[config.mk]
export PLATFORM = sky130hd
export DESIGN_NAME = rx_signaling_substitute_array
export DESIGN_NICKNAME = d
export VERILOG_FILES = /design/src/rx_sig_pkg.sv /design/src/rx_signaling_substitute_array.sv
export SDC_FILE = /design/constraint.sdc
export NUM_CORES = 1
export LEC_CHECK = 0
export ABC_AREA = 1
export BUFFER_PORTS_ARGS = -buffer_cell sky130_fd_sc_hd__buf_2
export CELL_PAD_IN_SITES_DETAIL_PLACEMENT = 1
export CELL_PAD_IN_SITES_GLOBAL_PLACEMENT = 1
export CORE_AREA = 2 2 269 271
export DETAILED_ROUTE_END_ITERATION = 12
export DIE_AREA = 0 0 271 273
export PLACE_DENSITY = 0.82
export SETUP_SLACK_MARGIN = 0.3
export SLEW_MARGIN = 20
export SYNTH_ARGS = -nofsm -noshare
export SYNTH_HDL_FRONTEND = slang
export SYNTH_SLANG_ARGS = --single-unit
[constraint.sdc]
create_clock -name clk -period 36.1 [get_ports clk]
set_input_delay 1.805 -clock clk [delete_from_list [all_inputs] [get_ports clk]]
set_output_delay 1.805 -clock clk [all_outputs]
set_load 0.02 [all_outputs]
[src/rx_sig_pkg.sv]
// Package: register map, field layout and carrier types of the receive signaling block
package rx_sig_pkg;

  // ****************************************************************
  // Sizes
  // ****************************************************************
  localparam int unsigned SLOTS      = 24;
  localparam int unsigned SLOT_W     = 5;
  localparam int unsigned IDX_W      = 12;
  localparam int unsigned IDX_LSB    = 2;

  // ****************************************************************
  // Register indices (byte address is four times the index)
  // ****************************************************************
  localparam logic [IDX_W-1:0] IDX_FRAMER_CTRL = 12'h107;
  localparam logic [IDX_W-1:0] IDX_CTRL_BASE   = 12'h3a0;
  localparam logic [IDX_W-1:0] IDX_SUB_BASE    = 12'h3c0;
  localparam logic [IDX_W-1:0] IDX_RECV_BASE   = 12'h500;

  // ****************************************************************
  // Field positions and reset values
  // ****************************************************************
  localparam int unsigned SF_ALIGN_BIT  = 7;
  localparam int unsigned SUB_EN_BIT    = 6;
  localparam int unsigned OH_EN_BIT     = 5;
  localparam int unsigned DEB_EN_BIT    = 4;
  localparam int unsigned SCHEME_LSB    = 2;
  localparam int unsigned EXTRACT_LSB   = 0;
  localparam int unsigned SIG_A         = 3;
  localparam int unsigned SIG_B         = 2;
  localparam int unsigned SIG_C         = 1;
  localparam int unsigned SIG_D         = 0;
  localparam logic [7:0]  CTRL_RESET    = 8'h00;
  localparam logic [3:0]  SIG_RESET     = 4'h0;
  localparam logic [31:0] WORD_ZERO     = 32'h00000000;
  localparam logic [3:0]  ALL_ONES_SIG  = 4'hf;

  // ****************************************************************
  // Modes
  // ****************************************************************
  typedef enum logic [1:0] {
    SUB_ALL_ONES = 2'b00,
    SUB_16_CODE  = 2'b01,
    SUB_4_CODE   = 2'b10,
    SUB_2_CODE   = 2'b11
  } sub_scheme_type;

  typedef enum logic [1:0] {
    EXT_NONE    = 2'b00,
    EXT_16_CODE = 2'b01,
    EXT_4_CODE  = 2'b10,
    EXT_2_CODE  = 2'b11
  } ext_scheme_type;

  localparam logic [1:0] HTRANS_NONSEQ = 2'b10;

  // ****************************************************************
  // Carriers
  // ****************************************************************
  typedef struct packed {
    logic              valid;
    logic [SLOT_W-1:0] slot;
    logic [3:0]        abcd;
  } sig_word_type;

  typedef struct packed {
    logic              valid;
    logic [SLOT_W-1:0] slot;
    logic [7:0]        data;
    logic              robbed;
    logic [1:0]        sigSel;
  } pcm_word_type;

endpackage : rx_sig_pkg

[src/rx_signaling_substitute_array.sv]
// Receive signaling substitution and received-signaling array, AHB-Lite slave
// Summary of operation
// (RL1) Substitute bit 3 replaces received A under 16-, 4- and 2-code.
// (RL2) Substitute bit 2 replaces received B under 16- and 4-code.
// (RL3) Substitute bits 1 and 0 replace C and D only under 16-code.
// (RL4) 24 read/write substitute registers at consecutive indices, reset 0.
// (RL5) A read-only array per slot holds the latest A,B,C,D, A highest.
// (RL6) With debounce on, a slot updates after 2 equal superframes.
// (RL7) With debounce on, differing consecutive superframes leave it alone.
// (RL8) With debounce on and the alignment bit set, updates land on a superframe boundary.
// (RL9) Debounce off or alignment bit clear updates at once, not on a boundary; debounce still needs 2 equal.
// (RL10) Software ignores the array unless robbed-bit signaling is on.
// (RL11) Substitution touches only the PCM stream, not array or pins.
// (RL12) A slot is substituted only while its substitution enable is one.
// (RL13) Scheme 00 forces ones, 01 16-code, 10 4-code, 11 2-code.
// (RL14) Extraction 00 none, 01 A-D, 10 A and B, 11 A only.
// (RL15) Both arrays are indexed by the slot on the receive path.
// (RL16) Reserved upper bits read zero and ignore writes.
//
// Design decision made here: the AHB-Lite interface to the registers.
`timescale 1ns/1ps
`default_nettype none

module rx_signaling_substitute_array (
  // Clock and reset
  input  wire logic                  clk,
  input  wire logic                  rst,
  // AHB-Lite slave
  input  wire logic                  hsel,
  input  wire logic [31:0]           haddr,
  input  wire logic [1:0]            htrans,
  input  wire logic                  hwrite,
  input  wire logic [2:0]            hsize,
  input  wire logic                  hready,
  input  wire logic [31:0]           hwdata,
  output logic      [31:0]           hrdata,
  output logic                       hreadyout,
  output logic                       hresp,
  // Receive framer side
  input  wire rx_sig_pkg::sig_word_type recvSig,
  input  wire logic                  superframeEnd,
  input  wire rx_sig_pkg::pcm_word_type pcmIn,
  // Line outputs
  output rx_sig_pkg::pcm_word_type   pcmOutputStream,
  output rx_sig_pkg::sig_word_type   signalingOutputPin,
  output rx_sig_pkg::sig_word_type   overheadOutputPin,
  output logic                       superframeAlign
);
  import rx_sig_pkg::*;

  // ****************************************************************
  // Functions
  // ****************************************************************
  function automatic logic inRange(input logic [IDX_W-1:0] idx,
                                   input logic [IDX_W-1:0] base);
    logic [IDX_W-1:0] off;
    off = idx - base;
    inRange = (idx >= base) && (off < IDX_W'(SLOTS));
  endfunction : inRange

  // Offset inside a 24-entry window; only meaningful where inRange holds
  function automatic logic [SLOT_W-1:0] slotOf(input logic [IDX_W-1:0] idx,
                                              input logic [IDX_W-1:0] base);
    logic [IDX_W-1:0] off;
    off = idx - base;
    slotOf = off[SLOT_W-1:0];
  endfunction : slotOf

  // Keep only the bits the extraction scheme asks for
  // Bits left out are stored as zero rather than kept from before
  function automatic logic [3:0] extractMask(input ext_scheme_type ext,
                                             input logic [3:0] abcd);
    logic [3:0] m;
    m = SIG_RESET;
    unique case (ext)
      EXT_NONE:    m = SIG_RESET;
      EXT_16_CODE: m = abcd;
      EXT_4_CODE:  m = {abcd[SIG_A], abcd[SIG_B], 2'b00};
      EXT_2_CODE:  m = {abcd[SIG_A], 3'b000};
    endcase
    extractMask = m;
  endfunction : extractMask

  // Substitute value for robbed bit sel (0=A .. 3=D)
  // 4-code repeats A,B on C,D; 2-code puts A on every robbed bit
  function automatic logic subBit(input sub_scheme_type sch,
                                  input logic [3:0] v,
                                  input logic [1:0] sel);
    logic b;
    b = 1'b1;
    unique case (sch)
      // (RL13) all ones
      SUB_ALL_ONES: b = 1'b1;
      // (RL1) (RL3) 16-code A-D
      SUB_16_CODE:  b = v[SIG_A - int'(sel)];
      // (RL2) 4-code A,B
      SUB_4_CODE:   b = sel[0] ? v[SIG_B] : v[SIG_A];
      // (RL1) 2-code A only
      SUB_2_CODE:   b = v[SIG_A];
    endcase
    subBit = b;
  endfunction : subBit

  // ****************************************************************
  // Storage
  // ****************************************************************
  // Slot arrays are flops; slot numbers of 24 or more are refused before
  // any of them is indexed
  logic [7:0] ctrl_q     [SLOTS];
  logic [3:0] subVal_q   [SLOTS];
  logic [3:0] recvArr_q  [SLOTS];
  logic [3:0] prevSf_q   [SLOTS];
  logic [3:0] staged_q   [SLOTS];
  logic       pending_q  [SLOTS];
  logic       sfAlign_q;

  // ****************************************************************
  // AHB-Lite slave, zero wait states
  // Only NONSEQ transfers are decoded, of any size: hsize is not looked at, so
  // a narrow write still replaces the whole register
  // ****************************************************************
  logic             addrPhase;
  logic [IDX_W-1:0] aIdx;
  logic             wrPend_q;
  logic [IDX_W-1:0] wrIdx_q;
  logic [31:0]      rdData_d;

  assign addrPhase = hsel && hready && (htrans == HTRANS_NONSEQ);
  assign aIdx      = haddr[IDX_W+IDX_LSB-1:IDX_LSB];

  // Write index waits for the data phase, where hwdata stands
  always_ff @(posedge clk or posedge rst) begin
    if (rst) begin
      wrPend_q <= 1'b0;
      wrIdx_q  <= '0;
    end else begin
      wrPend_q <= addrPhase && hwrite;
      if (addrPhase) begin
        wrIdx_q <= aIdx;
      end
    end
  end

  // Reads are decoded in the address phase and stand from a flop in
  // the data phase; unmapped indices read zero
  always_comb begin
    rdData_d = WORD_ZERO;
    if (aIdx == IDX_FRAMER_CTRL) begin
      rdData_d[SF_ALIGN_BIT] = sfAlign_q;
    end else if (inRange(aIdx, IDX_CTRL_BASE)) begin
      rdData_d[7:0] = ctrl_q[slotOf(aIdx, IDX_CTRL_BASE)];
    end else if (inRange(aIdx, IDX_SUB_BASE)) begin
      // (RL16) upper bits zero
      rdData_d[3:0] = subVal_q[slotOf(aIdx, IDX_SUB_BASE)];
    end else if (inRange(aIdx, IDX_RECV_BASE)) begin
      // (RL5) received A-D
      rdData_d[3:0] = recvArr_q[slotOf(aIdx, IDX_RECV_BASE)];
    end
  end

  always_ff @(posedge clk or posedge rst) begin
    if (rst) begin
      hrdata    <= WORD_ZERO;
      hreadyout <= 1'b1;
      hresp     <= 1'b0;
    end else begin
      hreadyout <= 1'b1;
      hresp     <= 1'b0;
      // Read data holds between reads; writes leave it alone
      if (addrPhase && !hwrite) begin
        hrdata <= rdData_d;
      end
    end
  end

  // Control registers, including the framer-wide alignment bit
  // Writes aimed at the received array match nothing here and are lost
  always_ff @(posedge clk or posedge rst) begin
    if (rst) begin
      sfAlign_q <= 1'b0;
      for (int i = 0; i < SLOTS; i++) begin
        ctrl_q[i] <= CTRL_RESET;
      end
    end else if (wrPend_q) begin
      if (wrIdx_q == IDX_FRAMER_CTRL) begin
        sfAlign_q <= hwdata[SF_ALIGN_BIT];
      end else if (inRange(wrIdx_q, IDX_CTRL_BASE)) begin
        ctrl_q[slotOf(wrIdx_q, IDX_CTRL_BASE)] <= hwdata[7:0];
      end
    end
  end

  // (RL4) substitute registers
  always_ff @(posedge clk or posedge rst) begin
    if (rst) begin
      for (int i = 0; i < SLOTS; i++) begin
        subVal_q[i] <= SIG_RESET;
      end
    end else if (wrPend_q && inRange(wrIdx_q, IDX_SUB_BASE)) begin
      // (RL16) upper bits dropped
      subVal_q[slotOf(wrIdx_q, IDX_SUB_BASE)] <= hwdata[3:0];
    end
  end

  // ****************************************************************
  // Received signaling array update
  // ****************************************************************
  logic           sigSlotOk;
  logic [7:0]     sigCtrl;
  logic [3:0]     sigNew;
  logic           sigDeb;
  logic           sigUpdate;
  ext_scheme_type sigExt;

  // (RL15) indexed by receive slot
  assign sigSlotOk = recvSig.valid && (recvSig.slot < SLOT_W'(SLOTS));
  assign sigCtrl   = sigSlotOk ? ctrl_q[recvSig.slot] : CTRL_RESET;
  assign sigExt    = ext_scheme_type'(sigCtrl[EXTRACT_LSB +: 2]);
  assign sigDeb    = sigCtrl[DEB_EN_BIT];
  // (RL14) extraction masking
  assign sigNew    = extractMask(sigExt, recvSig.abcd);

  // History holds the extracted value, so a change in a bit that is not
  // extracted never holds an update back
  // (RL6) (RL7) two equal superframes needed when debouncing
  assign sigUpdate = sigSlotOk && (sigExt != EXT_NONE)
                     && (!sigDeb || (sigNew == prevSf_q[recvSig.slot]));

  // Every received word refreshes the history, extraction off included,
  // so turning debounce on later compares against live data
  always_ff @(posedge clk or posedge rst) begin
    if (rst) begin
      for (int i = 0; i < SLOTS; i++) begin
        prevSf_q[i] <= SIG_RESET;
      end
    end else if (sigSlotOk) begin
      prevSf_q[recvSig.slot] <= sigNew;
    end
  end

  // Deferred updates wait in a staging copy; an arrival in the same
  // cycle as the boundary is staged again rather than lost
  always_ff @(posedge clk or posedge rst) begin
    if (rst) begin
      for (int i = 0; i < SLOTS; i++) begin
        staged_q[i]  <= SIG_RESET;
        pending_q[i] <= 1'b0;
      end
    end else begin
      if (superframeEnd) begin
        for (int i = 0; i < SLOTS; i++) begin
          pending_q[i] <= 1'b0;
        end
      end
      // (RL8) defer to boundary
      if (sigUpdate && sigDeb && sfAlign_q) begin
        staged_q[recvSig.slot]  <= sigNew;
        pending_q[recvSig.slot] <= 1'b1;
      end else if (sigUpdate) begin
        // An immediate update must not be overwritten by an older staged
        // value when the next boundary comes
        pending_q[recvSig.slot] <= 1'b0;
      end
    end
  end

  always_ff @(posedge clk or posedge rst) begin
    if (rst) begin
      for (int i = 0; i < SLOTS; i++) begin
        recvArr_q[i] <= SIG_RESET;
      end
    end else begin
      // A value staged under the alignment bit still lands at the next
      // boundary if the bit is cleared meanwhile
      // (RL8) commit on boundary
      if (superframeEnd) begin
        for (int i = 0; i < SLOTS; i++) begin
          if (pending_q[i]) begin
            recvArr_q[i] <= staged_q[i];
          end
        end
      end
      // (RL9) immediate update
      if (sigUpdate && !(sigDeb && sfAlign_q)) begin
        recvArr_q[recvSig.slot] <= sigNew;
      end
    end
  end

  // ****************************************************************
  // PCM substitution and signaling outputs
  // ****************************************************************
  logic           pcmSlotOk;
  logic [7:0]     pcmCtrl;
  logic [7:0]     pcmData;
  logic [3:0]     pcmArr;
  sub_scheme_type pcmScheme;

  assign pcmSlotOk = pcmIn.valid && (pcmIn.slot < SLOT_W'(SLOTS));
  assign pcmCtrl   = pcmSlotOk ? ctrl_q[pcmIn.slot] : CTRL_RESET;
  assign pcmArr    = pcmSlotOk ? recvArr_q[pcmIn.slot] : SIG_RESET;
  assign pcmScheme = sub_scheme_type'(pcmCtrl[SCHEME_LSB +: 2]);

  // Only bit 0 of a robbed byte is replaced; the voice bits pass as is
  always_comb begin
    pcmData = pcmIn.data;
    // (RL12) only when enabled
    if (pcmSlotOk && pcmIn.robbed && pcmCtrl[SUB_EN_BIT]) begin
      pcmData[0] = subBit(pcmScheme, subVal_q[pcmIn.slot], pcmIn.sigSel);
    end
  end

  // Slot and flags pass through; only valid and data are rebuilt
  // (RL11) substitution reaches only the PCM stream
  always_ff @(posedge clk or posedge rst) begin
    if (rst) begin
      pcmOutputStream <= '0;
    end else begin
      pcmOutputStream       <= pcmIn;
      pcmOutputStream.valid <= pcmSlotOk;
      pcmOutputStream.data  <= pcmData;
    end
  end

  // Pins show the array itself, never the substitute values
  // The overhead copy repeats the array, gated per slot by its enable
  always_ff @(posedge clk or posedge rst) begin
    if (rst) begin
      signalingOutputPin <= '0;
      overheadOutputPin  <= '0;
      superframeAlign    <= 1'b0;
    end else begin
      signalingOutputPin.valid <= pcmSlotOk;
      signalingOutputPin.slot  <= pcmIn.slot;
      signalingOutputPin.abcd  <= pcmArr;
      overheadOutputPin.valid  <= pcmSlotOk && pcmCtrl[OH_EN_BIT];
      overheadOutputPin.slot   <= pcmIn.slot;
      overheadOutputPin.abcd   <= pcmArr;
      superframeAlign          <= sfAlign_q;
    end
  end

endmodule : rx_signaling_substitute_array

`default_nettype wire

### Word level (Yosys, flattened, before mapping)

Index checks and enable logic that the tools add are counted.

* bitwise logic cells: 11
* multiplexer cells: 81
* order comparisons: 23
* equality and inequality tests: 10
* add/sub/neg operators: 6
* reduce and logical (&&, ||, !) cells: 33

Operators with widths (count)
* bitwise mux 96 bit: 4
* bitwise mux 192 bit: 1
* 2-to-1 mux 96 bit: 2
* 2-to-1 mux 4 bit: 41
* binary-select mux 8 bit (select 5 bit): 3
* binary-select mux 4 bit (select 5 bit): 5
* 2-to-1 mux 24 bit: 3
* less-than comparator 12 x 5 -> 1 bit (second input constant): 5
* greater-or-equal comparator 12 x 10 -> 1 bit (second input constant): 4
* subtractor 12 x 10 -> 12 bit (second input constant): 4
* greater-or-equal comparator 6 bit (second input constant): 7
* inverter 5 -> 6 bit: 7
* demux 4 bit (select 5 bit): 2
* demux 8 bit (select 5 bit): 1
* less-than comparator 32 x 3 -> 1 bit (second input constant): 1
* 2-to-1 mux 7 bit: 4
* bitwise AND 24 bit: 1
* == test 12 x 9 -> 1 bit (second input constant): 2
* logical AND 1 bit: 24
* 2-to-1 mux 8 bit: 3
* inverter 24 bit: 1
* bitwise OR 24 bit: 1
* less-than comparator 6 x 1 -> 1 bit (second input constant): 3
* one-hot mux 4 bit (4 select lines): 1
* other kinds (19): 34

* logic and storage cells: 320
* flip-flop bits (word level): 645

### Logic depth before layout (Yosys ltp)

* word-level depth: 13
* mapped depth: 24
* mapped depth without buffers: 21

### Worst setup path after synthesis

No wires, ideal clock.

* path type: in2reg
* start: input recvSig[6] (netlist bit)
* end: register recvArr_q[14] (netlist bit)
* path buffers: 4
* required time: 35.979 ns
* data arrival time: 3.875 ns
* setup slack: 32.104 ns
* library setup time: 0.121 ns
* stages on the path: 18
* cells stage by stage: buf_2 > nor3_1 > nand2_1 > nand2_1 > inv_2 > nand2_1 > nand2_1 > nand2_1 > buf_2 > nand3_1 > nand2_1 > nor2_1 > nand2_1 > nand2_2 > nand3b_1 > buf_2 > buf_2 > o21ai_1

* longest elaborated chain between the ends: 12
* elaborated cells between the ends (all ways): 31

RTL lines
* start: declaration: line rx_signaling_substitute_array.sv:40 `input wire rx_sig_pkg::sig_word_type recvSig,`
* inverter 5 -> 6 bit (not written as such): line rx_signaling_substitute_array.sv:217, rx_signaling_substitute_array.sv:227, rx_signaling_substitute_array.sv:285
* binary-select mux 8 bit (select 5 bit): line rx_signaling_substitute_array.sv:217 `assign sigCtrl = sigSlotOk ? ctrl_q[recvSig.slot] : CTRL_RESET;`
* 2-to-1 mux 5 bit (not written as such) (2 in series): line rx_signaling_substitute_array.sv:217
* 2-to-1 mux 5 bit: line rx_signaling_substitute_array.sv:217
* == test 2 bit, or another cell as far along: line rx_signaling_substitute_array.sv:75 `unique case (ext)`
* one-hot mux 4 bit (4 select lines): line rx_signaling_substitute_array.sv:75
* == test 4 bit: line rx_signaling_substitute_array.sv:227 `&& (!sigDeb || (sigNew == prevSf_q[recvSig.slot]));`
* logical OR 1 bit: line rx_signaling_substitute_array.sv:227
* logical AND 1 bit: line rx_signaling_substitute_array.sv:227
* logical AND 1 bit: line rx_signaling_substitute_array.sv:284 `if (sigUpdate && !(sigDeb && sfAlign_q)) begin`
* 2-to-1 mux 96 bit *: line rx_signaling_substitute_array.sv:284
* end signal: indexed assignment: line rx_signaling_substitute_array.sv:279 `recvArr_q[i] <= staged_q[i];`
* end signal: indexed assignment: line rx_signaling_substitute_array.sv:285 `recvArr_q[recvSig.slot] <= sigNew;`
* end: declaration: line rx_signaling_substitute_array.sv:111 `logic [3:0] recvArr_q [SLOTS];`

Mark *: on every way between the ends. The rest lies on a longest branch, timed or not. The select of a mux whose other input is x is not followed.
A chain may end at the register's enable or synchronous reset.

### Final worst setup path

* start: input recvSig[4] (netlist bit)
* end: register recvArr_q[28] (netlist bit)

Same word-level chain as after synthesis.

==> impl_metrics.csv <==
group,metric,value,unit
critical_path,endpoint_kind,"flip-flop",
synthesis,ys_ff_latch,645,
clocking,cts_resized,0,
clocking,cts_buffers,77,
global_route,grt_max_degree,205,
critical_path,cpPeakStageDelay,0.73,ns
place,gp_congestion,0.8644,
sta,setup_tns,0,ns
min_path,holdPathStages,0,
critical_path,rr_endpoint,"staged_q[88]$_DFFE_PP0P_",
floorplan,start_util,48.71,%
synthesis,postSynthAreaPerCell,7.291,sq um
synthesis,synthAdderAreaFrac,0.1085,%
critical_path,reg2reg_depth,21,
synthesis,netlist.area_leader.share,46.67,%
critical_path,slowest_stage,"buf_4",
synthesis,synth_top_family_by_area,"simple AND/OR/NAND/NOR gates",
route,wl,131000,um
critical_path,reg2reg_from,"ctrl_q[153]$_DFFE_PP0P_",
synthesis,yosys-top-cells-area,"dfrtp_1 (47%), nand2_1 (15%), o21ai_0 (11%)",
floorplan,die-area,73980,sq um
sta,max_freq,154.5,MHz
sta,finalHoldViolCount,0,
synthesis,synth_edf_count,0,
power_and_ir_drop,power_density,49.31,nW/um^2
sta,finalMaxSlewViolations,0,
synthesis,synth.area.mux_share,0.9444,%
critical_path,worst-setup-path-type,"input port to flip-flop",
route,drt-wirelength-per-cell,23.07,um
clocking,clk_latency,0.63,ns
synthesis,synth_compound_area_share,20.68,%
sta,setup_viol,0,
route,ant_nets,0,
synthesis,yosysWarnings,0,
clocking,cts-root-buf,"clkbuf_16",
global_route,grt_pass1_wl,202800,um
sta,period_needed,6.473,ns
synthesis,synth_cell_types,46,
floorplan,num_rows,98,
floorplan,core,71000,sq um
power_and_ir_drop,ir_drop,0.00003593,V
place,dpl-instance-area,35430,sq um
sta,slew_headroom,26.46,%
global_route,grt_pass1_vias,34701,
clocking,ctsHtreeMaxLevel,3,
route,first_iter_violations,2781,
critical_path,crit_path_cell_trace,"buf_2, buf_4, inv_2, nor2_2, a22oi_1, a21oi_1, or2_0, nor3_1, nand2_1, nand2_1, nor2_2, buf_4, nand3b_1, buf_4, buf_4, nand2_1, o21ai_1",
min_path,whs_endpoint,"superframeAlign$_DFF_PP0_",
clocking,clk_path_buf_depth,3,
floorplan,top_level_ports,174,
cells_and_area,synthToLayoutAreaGrowth,9.306,%
cells_and_area,diodes,0,
floorplan,die_w,271,um
route,drc,0,
clocking,cts_setup_buffers,0,
cells_and_area,design_area,37800,sq um
global_route,grtUsageTotal,35.23,%
synthesis,syn_inst,4743,
sta,skew,0.01793,ns
synthesis,ys_async_sr_fraction,100.0,%
critical_path,cp_max_fo,80,
floorplan,die_h,273,um
global_route,antenna_found_initial,2,
sta,rsz0062_at_grt,"no",
clocking,cts_hold_buffers,0,
synthesis,synth_xor_area_share,0,%
sta,timing.final.crit_share,17.93,%
sta,worst_pin_slew,1.103,ns
run,cap_violations,0,
power_and_ir_drop,leakage,18.68,nW
cells_and_area,drive_gt1_share,6.959,%
critical_path,rrSetupSlack,31.54,ns
critical_path,cp.arrival,7.02,ns
synthesis,ys_seq_area_share,46.67,%
synthesis,synthFlopType,"dfrtp_1",
synthesis,synth-simple-area-share,23.12,%
route,firstDrtPassIters,7,
synthesis,netlist_area,34580,sq um
critical_path,crit_path_start_kind,"input port",
clocking,clock-sinks,645,
critical_path,critical_path.top_delay_family,"buffers and inverters",
place,portBuffers,100,
critical_path,required,36.64,ns
synthesis,synthTopCellsByCount,"nand2_1 (1391), o21ai_0 (745), dfrtp_1 (645)",
place,dpl.hpwl,83230,um
critical_path,cpMostUsedCell,"buf_4",
min_path,min_path_type,"flip-flop to flip-flop",
route,vias_per_cell,6.010,
synthesis,synth_most_common_cell,"nand2_1",
route,vias,34122,
global_route,grt-ovfl-total,0,
synthesis,synth_top_area_cell,"dfrtp_1",
clocking,tritoncts,"built",
run_status,status,"finished, final reports clean",
cells_and_area,final_nets,4781,
min_path,hp-start,"sfAlign_q$_DFFE_PP0P_",
clocking,clkTransAtPathRegs,0.06,ns
critical_path,crit_buf_inv,6,
## layout make-up
type / count / area (sq um)
fillers: 8982 / 33200
inverters: 384 / 1453
repair buffers: 161 / 1003
flip-flops and latches: 645 / 16140
well taps: 950 / 1189
multi-input cells: 3407 / 15650
clock inverters: 11 / 77.57
clock buffers: 120 / 2291
## metal layers
layer	vias up	track usage (%)	routed length [um]
li1	15431	-	-
met1	17187	45.07	54350
met2	1159	58.80	62050
met3	341	4.947	7700
met4	4	17.39	6842
met5	-	0	27
## registers in the layout, summed over array words and instances, names as in the netlist
| name | cells |
|---|---|
| hrdata | 8 |
| pending_q | 24 |
| subVal_q | 96 |
| ctrl_q | 192 |
| sfAlign_q | 1 |
| recvArr_q | 96 |
| prevSf_q | 96 |
| wrPend_q | 1 |
| signalingOutputPin | 1 |
| superframeAlign | 1 |
| pcmOutputStream | 11 |
| overheadOutputPin | 10 |
| wrIdx_q | 12 |
| staged_q | 96 |
## power breakdown
part / total [mW] / switching (mW) / internal, mW
clock: 0.754 / 0.320 / 0.434
sequential: 0.795 / 0.0250 / 0.770
combinational: 0.315 / 0.229 / 0.0860
## layout by cell type, fill, tap and decap left out, drive strengths merged, types with 2 or more instances in the layout
master,count
a221o,5
dfrtp,645
o21ai,863
a21oi,293
clkbuf,121
o31ai,2
conb,26
nor2,324
mux2,29
a221oi,10
o221ai,6
o22ai,35
inv,379
buf,160
ha,3
or2,3
nand2,1392
o311ai,9
a211oi,5
clkinv,16
o211ai,64
nand4,36
nor3,10
a31oi,15
a22oi,25
nor4,3
nand3,239
## worst register-to-register path: cells and delay by family (launching register included)
family,cells,cell delay [ns]
simple gates,15,2.32
buf+inv,5,1.50
flops,1,0.35
compound gates,1,0.32
## through the flow
step	instances	utilization (%)	power [mW]	worst slack, ns	hold WS (ns)
floorplan	4767	-	1.014	16.22	0.3741
global placement	5547	49.90	1.099	29.27	0.4342
detailed placement	5547	49.90	1.115	29.17	0.4308
CTS	5678	53.24	1.866	29.76	0.4423
global route	5678	53.24	1.937	29.41	0.4585
finish	5678	53.24	1.864	29.63	0.4353
## cell families (layout without fill, tap and decap cells)
logic type	Yosys count	after routing
flops	645	645
other cells	2	26
buf+inv	715	676
compound gates	1339	1339
mux	29	29
simple gates	2010	2010
fa+ha+maj	3	3
## worst max path at each step
stage,slack (ns),endpoint,depth (start not counted),start
2_1_floorplan,16.22,ctrl_q[0]$_DFFE_PP0P_,1,rst
3_3_place_gp,29.27,staged_q[41]$_DFFE_PP0P_,25,recvSig[4]
3_5_place_dp,29.17,staged_q[41]$_DFFE_PP0P_,25,recvSig[4]
4_1_cts,29.76,staged_q[88]$_DFFE_PP0P_,25,recvSig[4]
5_1_grt,29.41,staged_q[89]$_DFFE_PP0P_,25,recvSig[4]
6_report,29.63,recvArr_q[28]$_DFF_PP0_,17,recvSig[4]
Power figures use the tool's default switching activity.
